File: src/rtl/sar_params.svh
// Constants for the successive-approximation readout sequencer.
// Assumes inclusion by the package, the sequencer and the bench top.
`ifndef SAR_PARAMS_SVH
`define SAR_PARAMS_SVH

// Result width and bit positions
`define SAR_RESULT_BITS    12
`define SAR_IDX_MSB        4'hB
`define SAR_IDX_LSB        4'h0
`define SAR_IDX_REV_FIRST  4'h1
`define SAR_IDX_REV_END    4'hC

// Trial code for the first decision (midscale)
`define SAR_TRIAL_MSB      12'h800
`define SAR_RESULT_RST     12'h000

// Falling shift-clock edges spent sampling
`define SAR_SAMPLE_FALLS   2

`endif

File: src/rtl/sar_pkg.sv
// Types for the successive-approximation readout sequencer.
// Assumes the constants header sits beside it.
`include "sar_params.svh"

package sar_pkg;

    // Sequencer phases, one-hot
    typedef enum logic [5:0] {
        SAR_IDLE    = 6'b00_0001,
        SAR_SAMPLE  = 6'b00_0010,
        SAR_NULL    = 6'b00_0100,
        SAR_CONV    = 6'b00_1000,
        SAR_REVERSE = 6'b01_0000,
        SAR_DONE    = 6'b10_0000
    } sar_phase_e;

    // Whole sequencer state
    typedef struct packed {
        logic                         sel_s1;
        logic                         sel_s2;
        logic                         sel_s3;
        logic                         sclk_s1;
        logic                         sclk_s2;
        logic                         sclk_s3;
        logic                         cmp_s1;
        logic                         cmp_s2;
        sar_phase_e                   phase;
        logic                         fall_cnt;
        logic [3:0]                   idx;
        logic [`SAR_RESULT_BITS-1:0]  result;
        logic [`SAR_RESULT_BITS-1:0]  trial;
        logic                         dout;
        logic                         dout_oe;
        logic                         sampling;
        logic                         shutdown;
    } sar_state_s;

    // Pin-facing outputs grouped together
    typedef struct packed {
        logic                         serial_data_out;
        logic                         serial_data_oe;
    } sar_serial_s;

endpackage : sar_pkg

File: src/rtl/sar_adc_serial_readout.sv
// Conversion sequencer and serial result port of a 12-bit SAR converter.
// Assumes select and shift clock arrive asynchronously from a host pin,
// and that the analog comparator level is also asynchronous to clk.
`timescale 1ns/100ps
`include "sar_params.svh"

module sar_adc_serial_readout
    import sar_pkg::*;
(
    // Clock and reset
    input  wire logic                         clk,
    input  wire logic                         reset,
    // Host pins
    input  wire logic                         select_n_shutdown,
    input  wire logic                         conversion_shift_clock,
    output sar_serial_s                       serial_pins,
    // Analog array side
    input  wire logic                         comparator_high,
    output logic [`SAR_RESULT_BITS-1:0]       dac_trial_code,
    output logic                              sample_active,
    output logic                              shutdown_active
);

    sar_state_s state_reg;
    sar_state_s state_next;

    logic sel_high;
    logic sel_fall;
    logic sclk_fall;

    // Edge detects read only the second and third synchroniser stages
    assign sel_high  = state_reg.sel_s2;
    assign sel_fall  = state_reg.sel_s3 & ~state_reg.sel_s2;
    assign sclk_fall = state_reg.sclk_s3 & ~state_reg.sclk_s2;

    // Next-state logic
    always_comb
    begin
        state_next         = state_reg;
        state_next.sel_s1  = select_n_shutdown;
        state_next.sel_s2  = state_reg.sel_s1;
        state_next.sel_s3  = state_reg.sel_s2;
        state_next.sclk_s1 = conversion_shift_clock;
        state_next.sclk_s2 = state_reg.sclk_s1;
        state_next.sclk_s3 = state_reg.sclk_s2;
        state_next.cmp_s1  = comparator_high;
        state_next.cmp_s2  = state_reg.cmp_s1;
        state_next.shutdown = sel_high;
        if (sel_high)
        begin
            // Abort or shutdown: result kept, port released
            state_next.phase    = SAR_IDLE;
            state_next.dout_oe  = 1'b0;
            state_next.dout     = 1'b0;
            state_next.sampling = 1'b0;
            state_next.fall_cnt = 1'b0;
        end
        else
        begin
            unique case (state_reg.phase)
                SAR_IDLE:
                begin
                    // Only a real high-to-low select starts work
                    if (sel_fall)
                    begin
                        state_next.phase    = SAR_SAMPLE;
                        state_next.sampling = 1'b1;
                        state_next.fall_cnt = 1'b0;
                        state_next.result   = `SAR_RESULT_RST;
                        state_next.trial    = `SAR_RESULT_RST;
                    end
                end
                SAR_SAMPLE:
                begin
                    if (sclk_fall)
                    begin
                        state_next.fall_cnt = 1'b1;
                        if (state_reg.fall_cnt)
                        begin
                            // Second fall: hold, enable port, null bit
                            state_next.phase    = SAR_NULL;
                            state_next.sampling = 1'b0;
                            state_next.dout_oe  = 1'b1;
                            state_next.dout     = 1'b0;
                            state_next.idx      = `SAR_IDX_MSB;
                            state_next.trial    = `SAR_TRIAL_MSB;
                        end
                    end
                end
                SAR_NULL, SAR_CONV:
                begin
                    // Decision latched on the fall and driven out at once
                    if (sclk_fall)
                    begin
                        state_next.result[state_reg.idx] = state_reg.cmp_s2;
                        state_next.dout = state_reg.cmp_s2;
                        if (state_reg.idx == `SAR_IDX_LSB)
                        begin
                            state_next.phase = SAR_REVERSE;
                            state_next.idx   = `SAR_IDX_REV_FIRST;
                            state_next.trial = state_next.result;
                        end
                        else
                        begin
                            state_next.phase = SAR_CONV;
                            state_next.idx   = state_reg.idx - 4'h1;
                            state_next.trial = state_next.result;
                            state_next.trial[state_reg.idx - 4'h1] = 1'b1;
                        end
                    end
                end
                SAR_REVERSE:
                begin
                    if (sclk_fall)
                    begin
                        if (state_reg.idx == `SAR_IDX_REV_END)
                        begin
                            state_next.phase   = SAR_DONE;
                            state_next.dout_oe = 1'b0;
                            state_next.dout    = 1'b0;
                        end
                        else
                        begin
                            state_next.dout = state_reg.result[state_reg.idx];
                            state_next.idx  = state_reg.idx + 4'h1;
                        end
                    end
                end
                SAR_DONE:
                begin
                    // Clocks ignored until select goes high again
                    state_next.dout_oe = 1'b0;
                end
                default:
                begin
                    state_next.phase = SAR_IDLE;
                end
            endcase
        end
    end

    // State register
    always_ff @(posedge clk)
    begin
        if (reset)
        begin
            // Select stages clear low: a pin held low through reset never reads as a fall
            state_reg          <= '0;
            state_reg.phase    <= SAR_IDLE;
            state_reg.shutdown <= 1'b1;
        end
        else
        begin
            state_reg <= state_next;
        end
    end

    // Outputs straight from flops
    assign serial_pins.serial_data_out = state_reg.dout;
    assign serial_pins.serial_data_oe  = state_reg.dout_oe;
    assign dac_trial_code              = state_reg.trial;
    assign sample_active               = state_reg.sampling;
    assign shutdown_active             = state_reg.shutdown;
endmodule : sar_adc_serial_readout

File: config.mk
export PLATFORM = sky130hd
export DESIGN_NAME = sar_adc_serial_readout
export DESIGN_NICKNAME = d
export VERILOG_FILES = /design/src/rtl/sar_pkg.sv /design/src/rtl/sar_adc_serial_readout.sv
export VERILOG_INCLUDE_DIRS = /design/src /design/src/rtl
export SDC_FILE = /design/constraint.sdc
export NUM_CORES = 1
export LEC_CHECK = 0
export BUFFER_PORTS_ARGS = -buffer_cell sky130_fd_sc_hd__buf_4
export CAP_MARGIN = 20
export CORE_ASPECT_RATIO = 0.6
export CORE_MARGIN = 2
export CORE_UTILIZATION = 45
export DETAILED_ROUTE_END_ITERATION = 10
export SYNTH_ARGS = -nofsm -noshare
export SYNTH_HDL_FRONTEND = slang
export SYNTH_SLANG_ARGS = --single-unit
File: constraint.sdc
create_clock -name clk -period 2.9 [get_ports clk]
set_input_delay 0.29 -clock clk [delete_from_list [all_inputs] [get_ports clk]]
set_output_delay 0.29 -clock clk [all_outputs]
set_load 0.02 [all_outputs]
# == Word level (Yosys, flattened, before mapping) ==
# Cells that the tools add are included.
# word_totals
register_bits,47
output_inout_bits,16
# op_classes
order_cmp,4
n_bitwise,6
eq_ne,14
n_mux,35
n_addsub,2
reduce_logical,18
# op_table
operator,count
case mux 12 bit (3 select lines),1
two-way mux 15 bit,2
case mux 6 bit (5 select lines),1
two-way mux 29 bit,1
two-way mux 24 bit,1
two-way mux 6 bit,4
case mux 12 bit (2 select lines),1
two-way mux 4 bit,4
"!= test 2 bit, second input constant",7
AND reduction 7 bit,2
bitwise mux 12 bit,1
two-way mux 12 bit,1
bitwise OR 12 bit,1
case mux 4 bit (3 select lines),1
two-way mux 11 bit,1
"less-than comparator 4 x 5 -> 1 bit, second input constant",2
AND reduction 5 bit,2
nonzero test 3 bit,3
demux 1 bit (select 4 bit),2
"greater-or-equal comparator 4 x 1 -> 1 bit, second input constant",2
AND reduction 4 bit,2
two-way mux 7 bit,1
"equality test 6 x 1 -> 1 bit, second input constant",1
"equality test 6 x 2 -> 1 bit, second input constant",1
21 further kinds,34

# == Logic depth before layout (Yosys ltp) ==
# Gate-level depths: netlist (run 1).
# depth
depth_word,9
ltp_mapped,9
depth_no_buf,7

# == Worst setup path after synthesis (run 1) ==
# OpenSTA, ideal clock, no wires.
# synth_path
kind,reg-to-reg
from,register state_reg[28] in the netlist's numbering
to,"register state_reg, in the netlist dac_trial_code[0]"
path_stages_with_launch,10
slack_ns,0.625
t_required_ns,2.783
n_path_buf,2
period_less_slack_ns,2.275
t_arrival_ns,2.157
setup_time_ns,0.117
cell_sequence,dfxtp_1 clkbuf_1 inv_1 ha_1 clkbuf_8 and2_1 a21oi_1 o22ai_1 a221o_1 a32o_1
# synth_via
elab_chain_cells,9
# synth_rtl
element,line_no,text
from (decl),sar_adc_serial_readout.sv:24,sar_state_s state_reg;
from (signal assigned),sar_adc_serial_readout.sv:154,state_reg <= state_next;
subtractor 4 x 1 -> 4 bit (tied with other cells),sar_adc_serial_readout.sv:108,state_next.trial[state_reg.idx - 4'h1] = 1'b1;
less-than comparator 4 x 5 -> 1 bit (implied by the code) (tied with other cells),sar_adc_serial_readout.sv:108,
logical AND 1 bit (implied by the code) / two-way mux 1 bit (equally long branches),"sar_adc_serial_readout.sv:108, sar_adc_serial_readout.sv:95",
two-way mux 1 bit (implied by the code) / demux 1 bit (select 4 bit) (equally long branches),"sar_adc_serial_readout.sv:108, sar_adc_serial_readout.sv:95",
demux 1 bit (select 4 bit) / bitwise mux 12 bit (equally long branches),"sar_adc_serial_readout.sv:108, sar_adc_serial_readout.sv:95",
bitwise OR 12 bit (no source line),--,
two-way mux 12 bit (*),sar_adc_serial_readout.sv:97,if (state_reg.idx == `SAR_IDX_LSB)
two-way mux 29 bit (*),sar_adc_serial_readout.sv:93,if (sclk_fall)
case mux 12 bit (3 select lines) (*),sar_adc_serial_readout.sv:60,unique case (state_reg.phase)
# Every way passes the cells marked *; elsewhere a longest branch is shown, timed or not. The select of a mux whose other input is x is not followed.
# A chain may end at the register's enable or synchronous reset.

# == Worst setup path in the final report (run 1) ==
# layout_path
from,register state_reg[35] in the netlist's numbering
to,"register state_reg, in the netlist dac_trial_code[3]"
# layout_via
elab_chain_cells,4
# layout_rtl
element,line_no
equality test 6 x 3 -> 1 bit / equality test 6 x 4 -> 1 bit (equally long branches),sar_adc_serial_readout.sv:60
OR reduction 2 bit,sar_adc_serial_readout.sv:60
!= test 2 bit (no source line) / nonzero test 3 bit (equally long branches),--
AND reduction 6 bit (no source line),--
# Parallel ways exist; a longest one is shown, timed or not.

==> results.toml, run 1 <==
[run_status]
status = "complete, no violations"

[finish]
fillCellCount = 616
drive_gt1_share_pct = 16.8
final_common_cell = "dfxtp_1"
final_cell_count_no_fill = 406
most-common-layout-cells = "dfxtp_1, nor2_1, buf_4"
synthToLayoutAreaGrowth_pct = 6.11
n_antenna_cell = 0
largest_reg_flops = 26
layout.nets = 333

[placement]
gp_congestion = 0.907
dp_cells = 397
io_buffers = 20
hpwlAfterDp_mm = 5.16
place_ws_ns = 0.556

[drt]
totalWireLength_mm = 6.96
drcViolationCount = 0
wl_per_cell_um = 17.2
num_vias = 2359
drtIter0Drc = 224
drtPass1Iterations = 5
ant_nets = 0
via_per_inst = 5.81

[synth]
ys_async_sr_fraction_pct = 0
ys.flop_type = "dfxtp_1"
synth_top_area_cell = "dfxtp_1"
yosys.area.top_type_share_pct = 33.3
syn_nets = 331
synth_area_leaders = "dfxtp_1, mux2i_1, nor2_1, buf_4, o21ai_0"
ys_seq_area_share_pct = 33.3
postSynthCellCount = 319
synth_edf_count = 0
yosysUniqueCellTypes = 59
ys_ff_latch = 47
yosysWarnings = 0
synth_area_um2 = 2830
synth_area_per_cell_um2 = 8.86

[cts]
post_cts_buffers = 0
cts_tree = "done"
root_buffer = "clkbuf_8"
clock_path_buffers = 2
cts_made_buffers = 5
path_clk_slew_ns = 0.09
cts.sinks = 47
insertion_delay_ns = 0.31
h-tree-depth = 2
post_cts_resized = 0
cts_hold_buffers = 0

[floorplan]
start_util_pct = 46.4
die_w_um = 106
core_um2 = 6080
io-pin-count = 21
dieArea_um2 = 6950
die_y_um = 65.4
num_rows = 22

[worst_setup_path]
worstPathRequired_ns = 3.15
crit_path_cell_trace = "xor2_1 > nand2_2 > nor3_2 > o21ai_1 > o2bb2ai_1"
critPathLaunchType = "flop"
worst-r2r-setup-slack_ns = 0.66
cp_slowest_cell = "nor3_2"
rr_worst_depth = 5
r2r-start = "state_reg[35]$_SDFFE_PP0P_"
crit_type = "reg2reg"
worstPathMaxFanout = 19
r2r_end = "dac_trial_code[3]$_SDFFE_PP0P_"
max_stage_delay_ns = 0.62
cp.arrival_ns = 2.49
crit_path_end_kind = "flop"

[timing]
finalSetupViolCount = 0
rsz0062_at_grt = "no"
tns_ns = 0
slew_headroom_pct = 59.7
hold_viol_final = 0
skew_ns = 0.00743
timing.final.crit_share_pct = 77.4
setup_slack_ns = 0.655
post-route-min-period_ns = 2.24
fmax_mhz = 445
max_slew.worst_pin.slew_ns = 0.602
slew_viol_final = 0

[global_routing]
grt_max_degree = 29
grt_pass1_wl_mm = 11.4
grt_remaining_overflow = 0
antenna_found_initial = 0
grt_use_total_pct = 21.3
grt_pass1_vias = 2115

[min_path]
hp-class = "in2reg"
worstHoldStart = "comparator_high"
hold_end = "state_next[39]$_SDFF_PP0_"
whs_path_depth = 2

[run]
maxCapViolCount = 0

[power_and_ir_drop]
p_leak_nw = 1.07
ir_drop_mv = 0.229
p_per_area_nw_per_um2 = 408
routing by layer:
metal  vias up  track usage, %  part of all wire (%)
li1       1142               -                     -
met5         -               0                     0
met1      1086            33.2                    52
met3         9            9.62                    13
met2       122            25.2                    34
met4         0            5.26                  0.92
where the power goes:
group	total (mW)	internal, mW	switching, mW
clock network	0.504	0.279	0.225
registers	0.663	0.652	0.0105
logic	0.0552	0.0214	0.0338
total	1.22	0.953	0.270
area by class of cell:
cell class	count	area, um2	share of cell area [%]
Tap cell	84	105	3.51
Inverter	6	22.5	0.751
Multi-Input combinational cell	231	1590	53.0
Sequential cell	47	941	31.4
Clock inverter	2	35.0	1.17
Clock buffer	6	82.6	2.75
Timing Repair Buffer	30	223	7.43
synth_stat cells, types with 3 or more instances:
master    count
a21oi_1      12
nor2b_1      11
nor2_1       39
buf_4        17
nor3_1        8
a31oi_1       5
nand4_1       4
dfxtp_1      47
o21ai_0      22
inv_1         5
nor3b_1       3
and2_1        3
nand3b_1     10
mux2i_1      22
a311oi_1      4
nand2_1      17
ha_1          7
nand3_1       9
buf_6         6
clkbuf_1      7
clkbuf_8      3
a22o_1        9
cell families after synthesis:
| kind of cell | share of synthesized area [%] |
|---|---|
| xor+xnor | 0.620 |
| simple gates | 22.9 |
| flops | 33.3 |
| buf+inv | 10.5 |
| compound gates | 20.3 |
| fa+ha+maj | 3.10 |
| mux | 9.39 |
critical path: cells and delay by family, from the launching register on:
kind | cells | cell delay, ns
AOI/OAI and AO/OA | 2 | 0.33
xor gates and xnor gates | 1 | 0.34
DFF | 1 | 0.54
and+or+nand+nor | 2 | 0.97
stage by stage:
| stage | util [%] | hold slack, ns | total power [mW] | instance area [um2] |
|---|---|---|---|---|
| 2_1_floorplan | - | 0.414 | 0.719 | 2830 |
| 3_3_place_gp | 47.3 | 0.419 | 0.732 | 2880 |
| 3_5_place_dp | 47.3 | 0.432 | 0.732 | 2880 |
| 4_1_cts | 49.2 | 0.189 | 1.24 | 2990 |
| 5_1_grt | 49.3 | 0.207 | 1.27 | 3000 |
| 6_report | 49.3 | 0.192 | 1.22 | 3000 |
how the worst max path moves through the flow:
stage,endpoint,from,depth (start not counted),slack [ns]
2_1_floorplan,dac_trial_code[0]$_SDFFE_PP0P_,state_reg[28]$_SDFFE_PP0P_,9,0.63
3_5_place_dp,dac_trial_code[10]$_SDFFE_PP0P_,state_reg[33]$_SDFFE_PP1P_,6,0.56
5_1_grt,dac_trial_code[3]$_SDFFE_PP0P_,state_reg[35]$_SDFFE_PP0P_,5,0.46
4_1_cts,dac_trial_code[10]$_SDFFE_PP0P_,state_reg[33]$_SDFFE_PP1P_,6,0.55
6_report,dac_trial_code[3]$_SDFFE_PP0P_,state_reg[35]$_SDFFE_PP0P_,5,0.66
3_3_place_gp,dac_trial_code[5]$_SDFFE_PP0P_,state_reg[33]$_SDFFE_PP1P_,6,0.63
No activity file was read; power rests on OpenSTA's default activity.
==> inputs of run 2 (changes only) <==
--- a/config.mk
+++ b/config.mk
@@ -6,6 +6,7 @@
 export SDC_FILE = /design/constraint.sdc
 export NUM_CORES = 1
 export LEC_CHECK = 0
+export ABC_AREA = 1
 export BUFFER_PORTS_ARGS = -buffer_cell sky130_fd_sc_hd__buf_4
 export CAP_MARGIN = 20
 export CORE_ASPECT_RATIO = 0.6
==> constraint.sdc (replaced) <==
create_clock -name clk -period 2.1 [get_ports clk]
set_input_delay 0.21 -clock clk [delete_from_list [all_inputs] [get_ports clk]]
set_output_delay 0.21 -clock clk [all_outputs]
set_load 0.02 [all_outputs]
==> run 2 against run 1 <==
Global-route usage grew 1.5 points. Combinational power rose to 34 times the previous value. Utilization grew 1.5 points. Largest power group is now combinational cells. Cell count increased by 31%. Critical path type unchanged.
==> results.toml, run 2 <==
[power_and_ir_drop]
swShare_pct = 45.7
ir_drop_mv = 0.436
intPower_mw = 2.06
p_per_area_nw_per_um2 = 1220
power.total_mw = 3.79
p_comb_share_pct = 49.8
p_leak_nw = 1.40
netSwitchingPower_mw = 1.74
p_clk_share_pct = 19.2
pwr-share-seq_pct = 31.1

[cts]
post_cts_buffers = 0
cts_made_buffers = 5
post_cts_resized = 0
h-tree-depth = 2
clock_path_buffers = 2
insertion_delay_ns = 0.31
cts_hold_buffers = 0
cts.sinks = 47
cts_tree = "done"
root_buffer = "clkbuf_8"
path_clk_slew_ns = 0.10

[synth]
ys_seq_area_share_pct = 33.2
synth_compound_area_share_pct = 14.6
yosysWarnings = 0
synth_commonest_cells = "nand2_1, nor2_1, dfxtp_1, inv_1, a21oi_1"
yosys.area_share.simple_pct = 35.8
synth-xor-area-share_pct = 0.618
synth_top_family_by_area = "simple AND/OR/NAND/NOR gates"
ys_async_sr_fraction_pct = 0
synth.most_common_cell = "nand2_1"
synth_top_area_cell = "dfxtp_1"
synth_edf_count = 0
synth_area_per_cell_um2 = 6.46
postSynthCellCount = 439
ys.flop_type = "dfxtp_1"
ys_ff_latch = 47
synthMuxAreaShare_pct = 0
synth_area_leaders = "dfxtp_1, nand2_1, a21oi_1, nor2_1, inv_1"
yosysUniqueCellTypes = 31
syn_nets = 451
synthAdderAreaFrac_pct = 3.09
synth_area_um2 = 2840
yosys.area.top_type_share_pct = 33.2

[worst_setup_path]
crit_type = "reg2reg"
crit_path_end_kind = "flop"
critPathLaunchType = "flop"
critical_path.startpoint = "state_reg[28]$_SDFFE_PP0P_"
worstPathRequired_ns = 2.36
r2r-start = "state_reg[28]$_SDFFE_PP0P_"
cp.arrival_ns = 2.10
worstPathMaxFanout = 9

[placement]
hpwlAfterDp_mm = 5.50
gp_congestion = 0.878
io_buffers = 20
place_ws_ns = 0.342
dp_cells = 524

[finish]
layout.nets = 459
largest_reg_flops = 26
seqCellArea_um2 = 941
most-common-layout-cells = "nand2_1, nor2_1, inv_1, dfxtp_1, a21oi_1"
synthToLayoutAreaGrowth_pct = 9.31
multi_input_area_um2 = 1540
drive_gt1_share_pct = 13.6
final_common_cell = "nand2_1"
final_cell_count_no_fill = 532
n_antenna_cell = 0
fillCellCount = 687

[floorplan]
core_um2 = 6110
num_rows = 22
die_w_um = 106
die_y_um = 65.5
start_util_pct = 46.4
dieArea_um2 = 6980
io-pin-count = 21

[global_routing]
grt_pass1_wl_mm = 12.4
grt_pass1_vias = 2433
grt_remaining_overflow = 0
grt_max_degree = 23
antenna_found_initial = 0
grt_use_total_pct = 22.9

[drt]
ant_nets = 0
num_vias = 2759
via_per_inst = 5.19
wl_per_cell_um = 13.7
totalWireLength_mm = 7.31
drcViolationCount = 0
drtPass1Iterations = 5
drtIter0Drc = 224

[timing]
hold_viol_final = 0
tns_ns = 0
timing.final.crit_share_pct = 87.7
post-route-min-period_ns = 1.84
holdWs_ns = 0.101
setup_slack_ns = 0.258
skew_ns = 0.0119
max_slew.worst_pin.slew_ns = 0.523
finalSetupViolCount = 0
rsz0062_at_grt = "no"
slew_headroom_pct = 65.1
slew_viol_final = 0
fmax_mhz = 543

[min_path]
worstHoldStart = "conversion_shift_clock"
hp-class = "in2reg"

[run]
maxCapViolCount = 0

[run_status]
status = "complete, no violations"
-- run 2: worst paths after layout --
check,endpoint,slack [ns],depth (start not counted)
hold / removal,state_next[42]$_SDFF_PP0_,0.10,3
setup / recovery,dac_trial_code[0]$_SDFFE_PP0P_,0.26,9
hold reg to reg,state_next[41]$_SDFF_PP0_,0.41,2
setup reg to reg,dac_trial_code[0]$_SDFFE_PP0P_,0.26,9
-- run 2: kinds of logic after synthesis --
kind of cell	after synthesis
DFF	47
and+or+nand+nor	228
AOI/OAI and AO/OA	78
xor gates and xnor gates	2
adders and majority gates	7
buffers and inverters	77
-- run 2: layer usage --
| metal | up-vias | part of all wire (%) | global-route usage (%) |
|---|---|---|---|
| met2 | 120 | 36 | 30.7 |
| met4 | 0 | 0.86 | 5.03 |
| met1 | 1237 | 53 | 36.5 |
| li1 | 1393 | - | - |
| met5 | - | 0 | 0 |
| met3 | 9 | 9.3 | 4.66 |
-- run 2: area by class of cell --
class                      count  share of cell area, %
tap                           84                   3.39
sequential                    47                   30.3
inverter                      50                   6.05
clock buffer                   6                   2.66
multi-input combinational    315                   49.5
timing repair buffer          28                   6.78
clock inverter                 2                   1.25
-- run 2: power groups by stage --
stage / clock [mW] / sequential, mW / combinational, mW
final: 0.727 / 1.18 / 1.89
after global routing: 0.783 / 1.20 / 2.12
after CTS: 0.744 / 1.18 / 1.87
after detailed placement: 0 / 1.20 / 1.86
after global placement: 0 / 1.19 / 1.84
after floorplan: 0 / 1.18 / 1.48
-- run 2: worst max-delay path, stage by stage (launching register included) --
cell	delay, ns
dfxtp_1	0.36
clkinv_1	0.13
ha_1	0.35
nand2_1	0.14
inv_1	0.07
nor2_1	0.34
o21ai_1	0.16
nand2_1	0.11
nor2_1	0.05
nor2_1	0.08
-- run 2: metrics by stage --
step	util (%)	cell area, um2
final	50.7	3100
after global routing	50.7	3100
after CTS	50.7	3100
after detailed placement	48.8	2980
after global placement	48.8	2980
after floorplan	-	2840
